**config.mk**
```make
export PLATFORM = sky130hd
export DESIGN_NAME = dew_core_host_flat
export DESIGN_NICKNAME = d
export VERILOG_FILES = /design/src/hw/dew_pkg.sv /design/src/hw/dew_link_if.sv /design/src/hw/dew_core_host.sv /design/src/flat_wrapper.sv
export SDC_FILE = /design/constraint.sdc
export NUM_CORES = 1
export LEC_CHECK = 0
export BUFFER_PORTS_ARGS = -buffer_cell sky130_fd_sc_hd__buf_4
export CAP_MARGIN = 20
export CELL_PAD_IN_SITES_DETAIL_PLACEMENT = 1
export CELL_PAD_IN_SITES_GLOBAL_PLACEMENT = 2
export CORE_ASPECT_RATIO = 1.75
export CORE_MARGIN = 2
export CORE_UTILIZATION = 30
export CTS_CLUSTER_DIAMETER = 120
export DETAILED_ROUTE_END_ITERATION = 8
export HOLD_SLACK_MARGIN = 0.03
export PLACE_DENSITY = 0.92
export SYNTH_ARGS = -nofsm -noshare
export SYNTH_HDL_FRONTEND = slang
export SYNTH_SLANG_ARGS = --single-unit
```
**constraint.sdc**
```tcl
create_clock -name aclk -period 2 [get_ports aclk]
set_clock_uncertainty 0.05 [all_clocks]
set_input_delay 0.3 -clock aclk [delete_from_list [all_inputs] [get_ports aclk]]
set_output_delay 0.3 -clock aclk [all_outputs]
set_load 0.02 [all_outputs]
```
**src/hw/dew_pkg.sv**
```systemverilog
// Constants and state types shared by the data EEPROM page writer ends
// How it works
// - EEPROM decodes 0000h-03FFh when space selected
// - Reads use ordinary external data moves
// - Load column latches, then program one row
// - One session writes 1 to 128 bytes
// - Ninth flag per latch; only flagged bytes programmed
// - Flags cleared after row programming completes
// - Upper 4 address bits row, lower 7 byte
// - Host keeps one page per session; the host ends it on any Ah nibble, even without a launch
// - First written page latched, later pages discarded; the device latches their bytes into the same columns of the first page
// - One latch byte per external store cycle
// - Host selects space, then stores bytes
// - Control writes 52h then A2h launch programming
// - Busy set on launch; reads unavailable meanwhile
// - Control bit 1 routes moves EEPROM or RAM
// - Busy cleared by hardware, never by software
// - Key decoded from control bits 7 to 4 only
package dew_pkg;
  localparam logic [15:0] DEW_EE_LAST = 16'h03ff;
  localparam int DEW_ARRAY_BYTES = 1024;
  localparam int DEW_PAGE_BYTES = 128;
  localparam int DEW_ROW_MSB = 10;
  localparam int DEW_ROW_LSB = 7;
  localparam int DEW_ARR_ROW_W = 3;
  localparam int DEW_CTL_BUSY_BIT = 0;
  localparam int DEW_CTL_SEL_BIT = 1;
  localparam int DEW_CTL_KEY_LSB = 4;
  localparam int DEW_CTL_KEY_MSB = 7;
  localparam logic [3:0] DEW_KEY_FIRST = 4'h5;
  localparam logic [3:0] DEW_KEY_SECOND = 4'ha;
  localparam logic [7:0] DEW_BUSY_READ_DATA = 8'hff;
  localparam int DEW_CLK_PERIOD_NS = 50;
  localparam int DEW_PROG_TIME_NS = 2000;
  localparam logic [11:0] DEW_PROG_CYCLES =
    12'((DEW_PROG_TIME_NS + DEW_CLK_PERIOD_NS - 1) / DEW_CLK_PERIOD_NS);
  // Host command registers seen over AXI4-Lite
  localparam logic [3:0] DEW_REG_ADDR = 4'h0;
  localparam logic [3:0] DEW_REG_DATA = 4'h4;
  localparam logic [3:0] DEW_REG_CMD = 4'h8;
  localparam logic [3:0] DEW_REG_RESULT = 4'hc;
  localparam logic [1:0] DEW_RESP_OKAY = 2'h0;
  localparam logic [1:0] DEW_RESP_SLVERR = 2'h2;
  localparam int DEW_ST_PENDING = 0;
  localparam int DEW_ST_ERR = 1;
  localparam int DEW_ST_EXPANDED_RAM = 2;

  typedef enum logic [1:0] {DEW_OP_CTL_WRITE, DEW_OP_STORE, DEW_OP_LOAD, DEW_OP_CTL_READ} dew_op_t;
  typedef enum logic [1:0] {DEW_IDLE, DEW_WALK, DEW_WAIT} dew_prog_t;
  typedef enum logic [1:0] {DEW_H_IDLE, DEW_H_STROBE, DEW_H_LOAD} dew_host_t;

  typedef struct packed {
    dew_prog_t st;
    logic sel;
    logic busy;
    logic [3:0] key;
    logic armed;
    logic [3:0] page;
    logic any;
    logic [7:0] count;
    logic [DEW_PAGE_BYTES-1:0] flags;
    logic [6:0] idx;
    logic [11:0] cnt;
    logic rvalid;
    logic rerr;
    logic [7:0] rdata;
  } dew_dev_state_t;

  typedef struct packed {
    logic aw_got;
    logic [3:0] awaddr;
    logic w_got;
    logic [31:0] wdata;
    logic [3:0] wstrb;
    logic bvalid;
    logic [1:0] bresp;
    logic rvalid;
    logic [1:0] rresp;
    logic [31:0] rdata;
    logic [15:0] addr;
    logic [7:0] data;
    dew_host_t st;
    dew_op_t op;
    logic pending;
    logic err;
    logic expanded_ram;
    logic [7:0] result;
    logic shadow_sel;
    logic sess_open;
    logic [3:0] sess_page;
    logic x_wr;
    logic x_rd;
    logic ctl_wr;
    logic [15:0] x_addr;
    logic [7:0] x_wdata;
  } dew_host_state_t;

  localparam dew_dev_state_t DEW_DEV_RESET = '0;
  localparam dew_host_state_t DEW_HOST_RESET = '0;
endpackage : dew_pkg

```
**src/hw/dew_link_if.sv**
```systemverilog
// Link between the processor core end and the data EEPROM end
interface dew_link_if;
  logic [15:0] x_addr;
  logic [7:0] x_wdata;
  logic x_wr;
  logic x_rd;
  logic [7:0] x_rdata;
  logic x_rvalid;
  logic x_rerr;
  logic x_expanded_ram_sel;
  logic ctl_wr;
  logic [7:0] ctl_wdata;
  logic [7:0] ctl_rdata;

  modport dev (
    input x_addr, x_wdata, x_wr, x_rd, ctl_wr, ctl_wdata,
    output x_rdata, x_rvalid, x_rerr, x_expanded_ram_sel, ctl_rdata
  );
  modport core (
    output x_addr, x_wdata, x_wr, x_rd, ctl_wr, ctl_wdata,
    input x_rdata, x_rvalid, x_rerr, x_expanded_ram_sel, ctl_rdata
  );
endinterface : dew_link_if

```
**src/hw/dew_core_host.sv**
```systemverilog
// Core end: AXI4-Lite command registers driving external data moves
//
// The AXI4-Lite slave port and the address map are this design's own decisions.
module dew_core_host (
  input wire logic aclk,
  input wire logic aresetn,
  input wire logic [3:0] awaddr,
  input wire logic awvalid,
  output logic awready,
  input wire logic [31:0] wdata,
  input wire logic [3:0] wstrb,
  input wire logic wvalid,
  output logic wready,
  output logic [1:0] bresp,
  output logic bvalid,
  input wire logic bready,
  input wire logic [3:0] araddr,
  input wire logic arvalid,
  output logic arready,
  output logic [31:0] rdata,
  output logic [1:0] rresp,
  output logic rvalid,
  input wire logic rready,
  dew_link_if.core link
);
  import dew_pkg::*;

  dew_host_state_t h_q;
  dew_host_state_t h_d;
  logic [31:0] status;
  logic [3:0] req_page;

  assign status = {29'h0, h_q.expanded_ram, h_q.err, h_q.pending};
  assign req_page = h_q.addr[DEW_ROW_MSB:DEW_ROW_LSB];

  always_comb
  begin
    h_d = h_q;
    h_d.x_wr = 1'b0;
    h_d.x_rd = 1'b0;
    h_d.ctl_wr = 1'b0;
    if (awvalid && awready)
    begin
      h_d.aw_got = 1'b1;
      h_d.awaddr = awaddr;
    end
    if (wvalid && wready)
    begin
      h_d.w_got = 1'b1;
      h_d.wdata = wdata;
      h_d.wstrb = wstrb;
    end
    if (h_q.bvalid && bready)
    begin
      h_d.bvalid = 1'b0;
    end
    if (h_q.rvalid && rready)
    begin
      h_d.rvalid = 1'b0;
    end
    case (h_q.st)
      DEW_H_STROBE:
      begin
        h_d.st = DEW_H_IDLE;
        h_d.pending = 1'b0;
        if (h_q.op == DEW_OP_CTL_WRITE)
        begin
          h_d.shadow_sel = h_q.data[DEW_CTL_SEL_BIT];
          if (h_q.data[DEW_CTL_KEY_MSB:DEW_CTL_KEY_LSB] == DEW_KEY_SECOND)
          begin
            h_d.sess_open = 1'b0;
          end
        end
        else if (h_q.op == DEW_OP_STORE)
        begin
          h_d.sess_open = 1'b1;
          h_d.sess_page = req_page;
        end
        else if (h_q.op == DEW_OP_CTL_READ)
        begin
          h_d.result = link.ctl_rdata;
        end
        else if (link.x_expanded_ram_sel)
        begin
          h_d.expanded_ram = 1'b1;
        end
        else
        begin
          h_d.pending = 1'b1;
          h_d.st = DEW_H_LOAD;
        end
      end
      DEW_H_LOAD:
      begin
        if (link.x_rvalid)
        begin
          h_d.result = link.x_rdata;
          h_d.err = link.x_rerr;
          h_d.pending = 1'b0;
          h_d.st = DEW_H_IDLE;
        end
      end
      default:
      begin
        h_d.st = DEW_H_IDLE;
      end
    endcase
    // Write performed once both address and data are held
    if (h_q.aw_got && h_q.w_got)
    begin
      h_d.aw_got = 1'b0;
      h_d.w_got = 1'b0;
      h_d.bvalid = 1'b1;
      h_d.bresp = DEW_RESP_OKAY;
      if (h_q.awaddr == DEW_REG_ADDR)
      begin
        if (h_q.wstrb[0])
        begin
          h_d.addr[7:0] = h_q.wdata[7:0];
        end
        if (h_q.wstrb[1])
        begin
          h_d.addr[15:8] = h_q.wdata[15:8];
        end
      end
      else if (h_q.awaddr == DEW_REG_DATA)
      begin
        if (h_q.wstrb[0])
        begin
          h_d.data = h_q.wdata[7:0];
        end
      end
      else if (h_q.awaddr == DEW_REG_CMD)
      begin
        // A command while one is pending is ignored
        if (h_q.wstrb[0] && !h_q.pending)
        begin
          h_d.op = dew_op_t'(h_q.wdata[1:0]);
          h_d.err = 1'b0;
          h_d.expanded_ram = 1'b0;
          h_d.x_addr = h_q.addr;
          h_d.x_wdata = h_q.data;
          if (dew_op_t'(h_q.wdata[1:0]) == DEW_OP_STORE &&
              (!h_q.shadow_sel || (h_q.sess_open && req_page != h_q.sess_page)))
          begin
            h_d.err = 1'b1;
          end
          else
          begin
            h_d.pending = 1'b1;
            h_d.st = DEW_H_STROBE;
            h_d.ctl_wr = (h_q.wdata[1:0] == 2'h0);
            h_d.x_wr = (h_q.wdata[1:0] == 2'h1);
            h_d.x_rd = (h_q.wdata[1:0] == 2'h2);
          end
        end
      end
      else if (h_q.awaddr != DEW_REG_RESULT)
      begin
        h_d.bresp = DEW_RESP_SLVERR;
      end
    end
    if (arvalid && arready)
    begin
      h_d.rvalid = 1'b1;
      h_d.rresp = DEW_RESP_OKAY;
      if (araddr == DEW_REG_ADDR)
      begin
        h_d.rdata = {16'h0, h_q.addr};
      end
      else if (araddr == DEW_REG_DATA)
      begin
        h_d.rdata = {24'h0, h_q.data};
      end
      else if (araddr == DEW_REG_CMD)
      begin
        h_d.rdata = status;
      end
      else if (araddr == DEW_REG_RESULT)
      begin
        h_d.rdata = {24'h0, h_q.result};
      end
      else
      begin
        h_d.rdata = 32'h0;
        h_d.rresp = DEW_RESP_SLVERR;
      end
    end
  end

  always_ff @(posedge aclk)
  begin
    if (!aresetn)
    begin
      h_q <= DEW_HOST_RESET;
    end
    else
    begin
      h_q <= h_d;
    end
  end

  assign awready = !h_q.aw_got && !h_q.bvalid;
  assign wready = !h_q.w_got && !h_q.bvalid;
  assign bvalid = h_q.bvalid;
  assign bresp = h_q.bresp;
  assign arready = !h_q.rvalid;
  assign rvalid = h_q.rvalid;
  assign rdata = h_q.rdata;
  assign rresp = h_q.rresp;
  assign link.x_addr = h_q.x_addr;
  assign link.x_wdata = h_q.x_wdata;
  assign link.x_wr = h_q.x_wr;
  assign link.x_rd = h_q.x_rd;
  assign link.ctl_wr = h_q.ctl_wr;
  assign link.ctl_wdata = h_q.x_wdata;
endmodule : dew_core_host

```
**src/flat_wrapper.sv**
```systemverilog
// flat-port wrapper written by rule: the top's interface ports become plain ports
module dew_core_host_flat import dew_pkg::*;
  (aclk, aresetn, awaddr, awvalid, awready, wdata, wstrb, wvalid, wready, bresp, bvalid, bready, araddr, arvalid, arready, rdata, rresp, rvalid, rready, link_x_addr, link_x_wdata, link_x_wr, link_x_rd, link_ctl_wr, link_ctl_wdata, link_x_rdata, link_x_rvalid, link_x_rerr, link_x_expanded_ram_sel, link_ctl_rdata);
  dew_link_if link_i ();
  input wire logic aclk;
  input wire logic aresetn;
  input wire logic [3:0] awaddr;
  input wire logic awvalid;
  output logic awready;
  input wire logic [31:0] wdata;
  input wire logic [3:0] wstrb;
  input wire logic wvalid;
  output logic wready;
  output logic [1:0] bresp;
  output logic bvalid;
  input wire logic bready;
  input wire logic [3:0] araddr;
  input wire logic arvalid;
  output logic arready;
  output logic [31:0] rdata;
  output logic [1:0] rresp;
  output logic rvalid;
  input wire logic rready;
  output wire logic [$bits(link_i.x_addr)-1:0] link_x_addr;
  output wire logic [$bits(link_i.x_wdata)-1:0] link_x_wdata;
  output wire logic [$bits(link_i.x_wr)-1:0] link_x_wr;
  output wire logic [$bits(link_i.x_rd)-1:0] link_x_rd;
  output wire logic [$bits(link_i.ctl_wr)-1:0] link_ctl_wr;
  output wire logic [$bits(link_i.ctl_wdata)-1:0] link_ctl_wdata;
  input wire logic [$bits(link_i.x_rdata)-1:0] link_x_rdata;
  input wire logic [$bits(link_i.x_rvalid)-1:0] link_x_rvalid;
  input wire logic [$bits(link_i.x_rerr)-1:0] link_x_rerr;
  input wire logic [$bits(link_i.x_expanded_ram_sel)-1:0] link_x_expanded_ram_sel;
  input wire logic [$bits(link_i.ctl_rdata)-1:0] link_ctl_rdata;
  assign link_x_addr = link_i.x_addr;
  assign link_x_wdata = link_i.x_wdata;
  assign link_x_wr = link_i.x_wr;
  assign link_x_rd = link_i.x_rd;
  assign link_ctl_wr = link_i.ctl_wr;
  assign link_ctl_wdata = link_i.ctl_wdata;
  assign link_i.x_rdata = link_x_rdata;
  assign link_i.x_rvalid = link_x_rvalid;
  assign link_i.x_rerr = link_x_rerr;
  assign link_i.x_expanded_ram_sel = link_x_expanded_ram_sel;
  assign link_i.ctl_rdata = link_ctl_rdata;
  dew_core_host u_core (.aclk(aclk), .aresetn(aresetn), .awaddr(awaddr), .awvalid(awvalid), .awready(awready), .wdata(wdata), .wstrb(wstrb), .wvalid(wvalid), .wready(wready), .bresp(bresp), .bvalid(bvalid), .bready(bready), .araddr(araddr), .arvalid(arvalid), .arready(arready), .rdata(rdata), .rresp(rresp), .rvalid(rvalid), .rready(rready), .link(link_i));
endmodule
```
==> summary.md <==
| Metric | Value |
|---|---|
| Vias per cell | about 4.6 |
| Slowest CP cell | dfxtp_1 |
| GRT Total Usage | 0.169 |
| Port Buf Inserts | ~110 |
| Clk root buf | clkbuf_16 |
| Detailed-route wire length | roughly 15000 microns |
| Remaining DRCs | 0 |
| H-tree depth | 4 |
| Drt first pass iters | 4 |
| Routability congestion estimate | slightly below 0.8 |
| Detailed Place HPWL | between 10000 and 15000 microns |
| Cell leakage power | ~2.5 nW |
| Initial detailed-routing violation count | 81 |
| Cts bufs inserted | 17 |
| Logic gate share of total power | 0.072 |
| Antenna Cells | 0 |
| Maxcap violations | 0 |
| Synthesized flop and latch total | 116 |
| Slew margin rel. | 0.523 |
| Final period demand of the worst path | 1.84 ns |
| FMAX | 544 MHz |
| WHS Path Cells | 3 |
| Most common cell in the synthesized netlist | dfxtp_1 |
| Main synth FF type | dfxtp_1 |
| Switching power | about 1.5 mW |
| Syn Area/Cell | 8.55 sq um |
| # Post-CTS Setup Buffers | 0 |
| Min-Delay Path Class | in2reg |
| Max FO, Critical Path | 21 |
| Initial core utilization | 0.307 |
| Final WS setup | 0.161 ns |
| Crit-path cells | nand4bb_1 > buf_4 > nor4b_4 > buf_12 > buf_4 > nand2_1 > a21oi_1 |
| TritonCTS clock tree | built |
| Slew @ Worst Pin | a little over 0.7 ns |
| Post-synthesis cell count | 591 |
| Post-Syn Area | between 0.005 and 0.006 sq mm |
| CP Data Required Time | between 2 and 2.5 ns |
| CP Data Arrival Time | 2.13 ns |
| First-pass GRT wire length | 23100 microns |
| Maximum VDD drop | roughly 0.66 mV |
| Routed WL per cell | roughly 16 microns |
| Hold buffers post-CTS | 1 |
| Pre-CTS setup slack | approximately 0.16 ns |
| Post-synthesis cell type count | 43 |
| Core box area | approximately 0.016 sq mm |
| Share of the synthesized area in the top cell type | 0.460 |
| Final slew viol count | 0 |
| Final Hold Viols | 0 |
| Die Width | a little over 100 microns |
| Clock Path Buffers | 2 |
| Sequential area share after synthesis | 0.460 |
| Resized cells post-CTS | 0 |
| CTS Sinks | approximately 120 |
| Antenna violations before repair | 0 |
| Final Cycle Share | 0.919 |
| Worst r2r path cells | 7 |
| Die ar. | around 0.018 sq mm |
| Post-synth EDFFs | 0 |
| Ports | between 100 and 150 |
| Layout cells sized above 1 | 0.270 |
| Main area contributors after synthesis | dfxtp_1 (46%), buf_4 (10%), nand2_1 (8.1%), mux2i_1 (7.3%), a21oi_1 (6.1%) |
| Vias in the first global route | approximately 4500 |
| Area growth syn-to-layout | 27.3% |
| RSZ-0062 raised after global routing | no |
| Ys Warns | 0 |
| Largest stage delay on the critical path | ~0.43 ns |
| Fin nets | roughly 740 |
| Clock share of power | 0.510 |
| Area leader, netlist | dfxtp_1 |
| Total number of vias | ~4200 |
| Async set or reset register ratio after synthesis | 0 |
| Final ANT Viol Nets | 0 |
| Largest net degree at the start of global routing | 39 |
| Net switching fraction of the power | 0.255 |
| Top post-synthesis cells by count | dfxtp_1 (116), nand2_1 (109), buf_4 (68) |
| Setup CP Type | reg2reg |
| Register share of total power | 0.418 |
| Die height | around 180 microns |
| Final setup violation count | 0 |
| Pint | 4.27 mW |
| # rows | 62 |
| Worst-skew pair later-pin latency | 0.42 ns |
| Most common cell on crit path | buf_4 |
| Overflow left after global routing | 0 |
| Power Dens Cells | roughly 900 mW/mm^2 |
| Clock slew at reported path FFs | around 0.06 ns |
| Setup TNS | 0 ns |
| Status | finished, final reports clean |
| Crit end category | register |
| Critical path launch point type | register |
==> cells by family (layout without fill, tap and decap cells) <==
| family | Yosys count | in the layout | synth area share |
|---|---|---|---|
| simple gates | 215 | 215 | 0.191 |
| flops | 116 | 116 | 0.460 |
| buf+inv | 109 | 180 | 0.135 |
| compound gates | 107 | 107 | 0.128 |
| mux | 37 | 37 | 0.0733 |
| xor+xnor | 4 | 4 | 0.00693 |
| fa+ha+maj | 2 | 2 | 0.00495 |
| other cells | 1 | 18 | 0.000742 |
==> power by group through the flow <==
stage	combinational, mW	sequential [mW]	clock (mW)
after floorplan	0.252	2.44	0
after global placement	0.402	2.44	0
after detailed placement	0.412	2.44	0
after CTS	0.417	2.39	2.96
after global routing	0.450	2.40	3.09
final	0.412	2.39	2.92
==> sequential cells by signal, summed over array words and instances (netlist names), 8 cells and up <==
name / flops
u_core.link.ctl_wdata: 8
u_core.link.x_addr: 16
u_core.h_q: 69
u_core.rdata: 16
==> worst max-delay path: cells and delay by family (launching register included) <==
family,cells,cell delay (ns)
AND/OR/NAND/NOR,3,0.55
flip-flops,1,0.43
buffers and inverters,3,0.59
AO/OA/AOI/OAI,1,0.15
==> final cells by class <==
class / count / area [sq um]
inverters: 8 / 31.3
multi-input cells: 383 / 2130
repair buffers: 140 / 1090
clock buffers: 17 / 425
well taps: 224 / 280
flip-flops and latches: 116 / 2320
fillers: 1978 / 10000
clock inverters: 15 / 149
==> metal layers <==
layer / GRT usage / up-vias / share of wire
met2: 0.314 / 101 / 0.56
met3: 0.0390 / 22 / 0.038
met4: 0.0783 / 0 / 0.028
met5: 0 / - / 0
li1: - / 2056 / -
met1: 0.173 / 1982 / 0.38
==> placed cells by master, fill, tap and decap left out, types with 2 or more instances in the layout <==
master | synthesis | layout
a21oi_1 | 62 | 62
a2bb2oi_1 | 5 | 5
and2_1 | 3 | 3
clkinvlp_4 | 0 | 3
nand4bb_1 | 2 | 2
buf_12 | 0 | 3
inv_6 | 0 | 6
nand2b_1 | 4 | 4
nand2_1 | 109 | 109
nor3_4 | 2 | 2
buf_4 | 68 | 136
nor3b_1 | 3 | 3
a211oi_1 | 15 | 15
clkbuf_16 | 0 | 17
ha_1 | 2 | 2
mux2i_1 | 37 | 37
or2_2 | 3 | 3
xor2_1 | 4 | 4
nor3_1 | 7 | 7
or3_1 | 3 | 3
nand3_1 | 11 | 11
o22ai_1 | 3 | 3
inv_1 | 8 | 7
nor2b_1 | 3 | 3
a22oi_1 | 11 | 11
clkinv_4 | 0 | 5
conb_1 | 1 | 18
nor2_1 | 57 | 57
o21ai_0 | 4 | 4
dfxtp_1 | 116 | 116
==> path summary, 6_finish.rpt <==
check                        start                      to  slack (ns)
max reg2reg        u_core.h_q[151]  u_core.link.x_addr[15]        0.16
min                      wdata[13]         u_core.h_q[127]        0.08
min reg2reg  u_core.link.x_addr[9]   u_core.link.x_addr[9]        0.41
max                u_core.h_q[151]  u_core.link.x_addr[15]        0.16
==> through the flow <==
step / cell area (sq um) / utilization / hold WS [ns] / power, mW / std cells
6_report: 6430 / 0.391 / 0.0755 / 5.73 / 903
5_1_grt: 6430 / 0.391 / 0.0680 / 5.94 / 903
4_1_cts: 6430 / 0.391 / 0.0643 / 5.77 / 903
3_5_place_dp: 5850 / 0.356 / 0.401 / 2.86 / 870
3_3_place_gp: 5850 / 0.356 / 0.397 / 2.84 / 870
2_1_floorplan: 5120 / - / 0.349 / 2.69 / 608
Power figures use the tool's default switching activity.
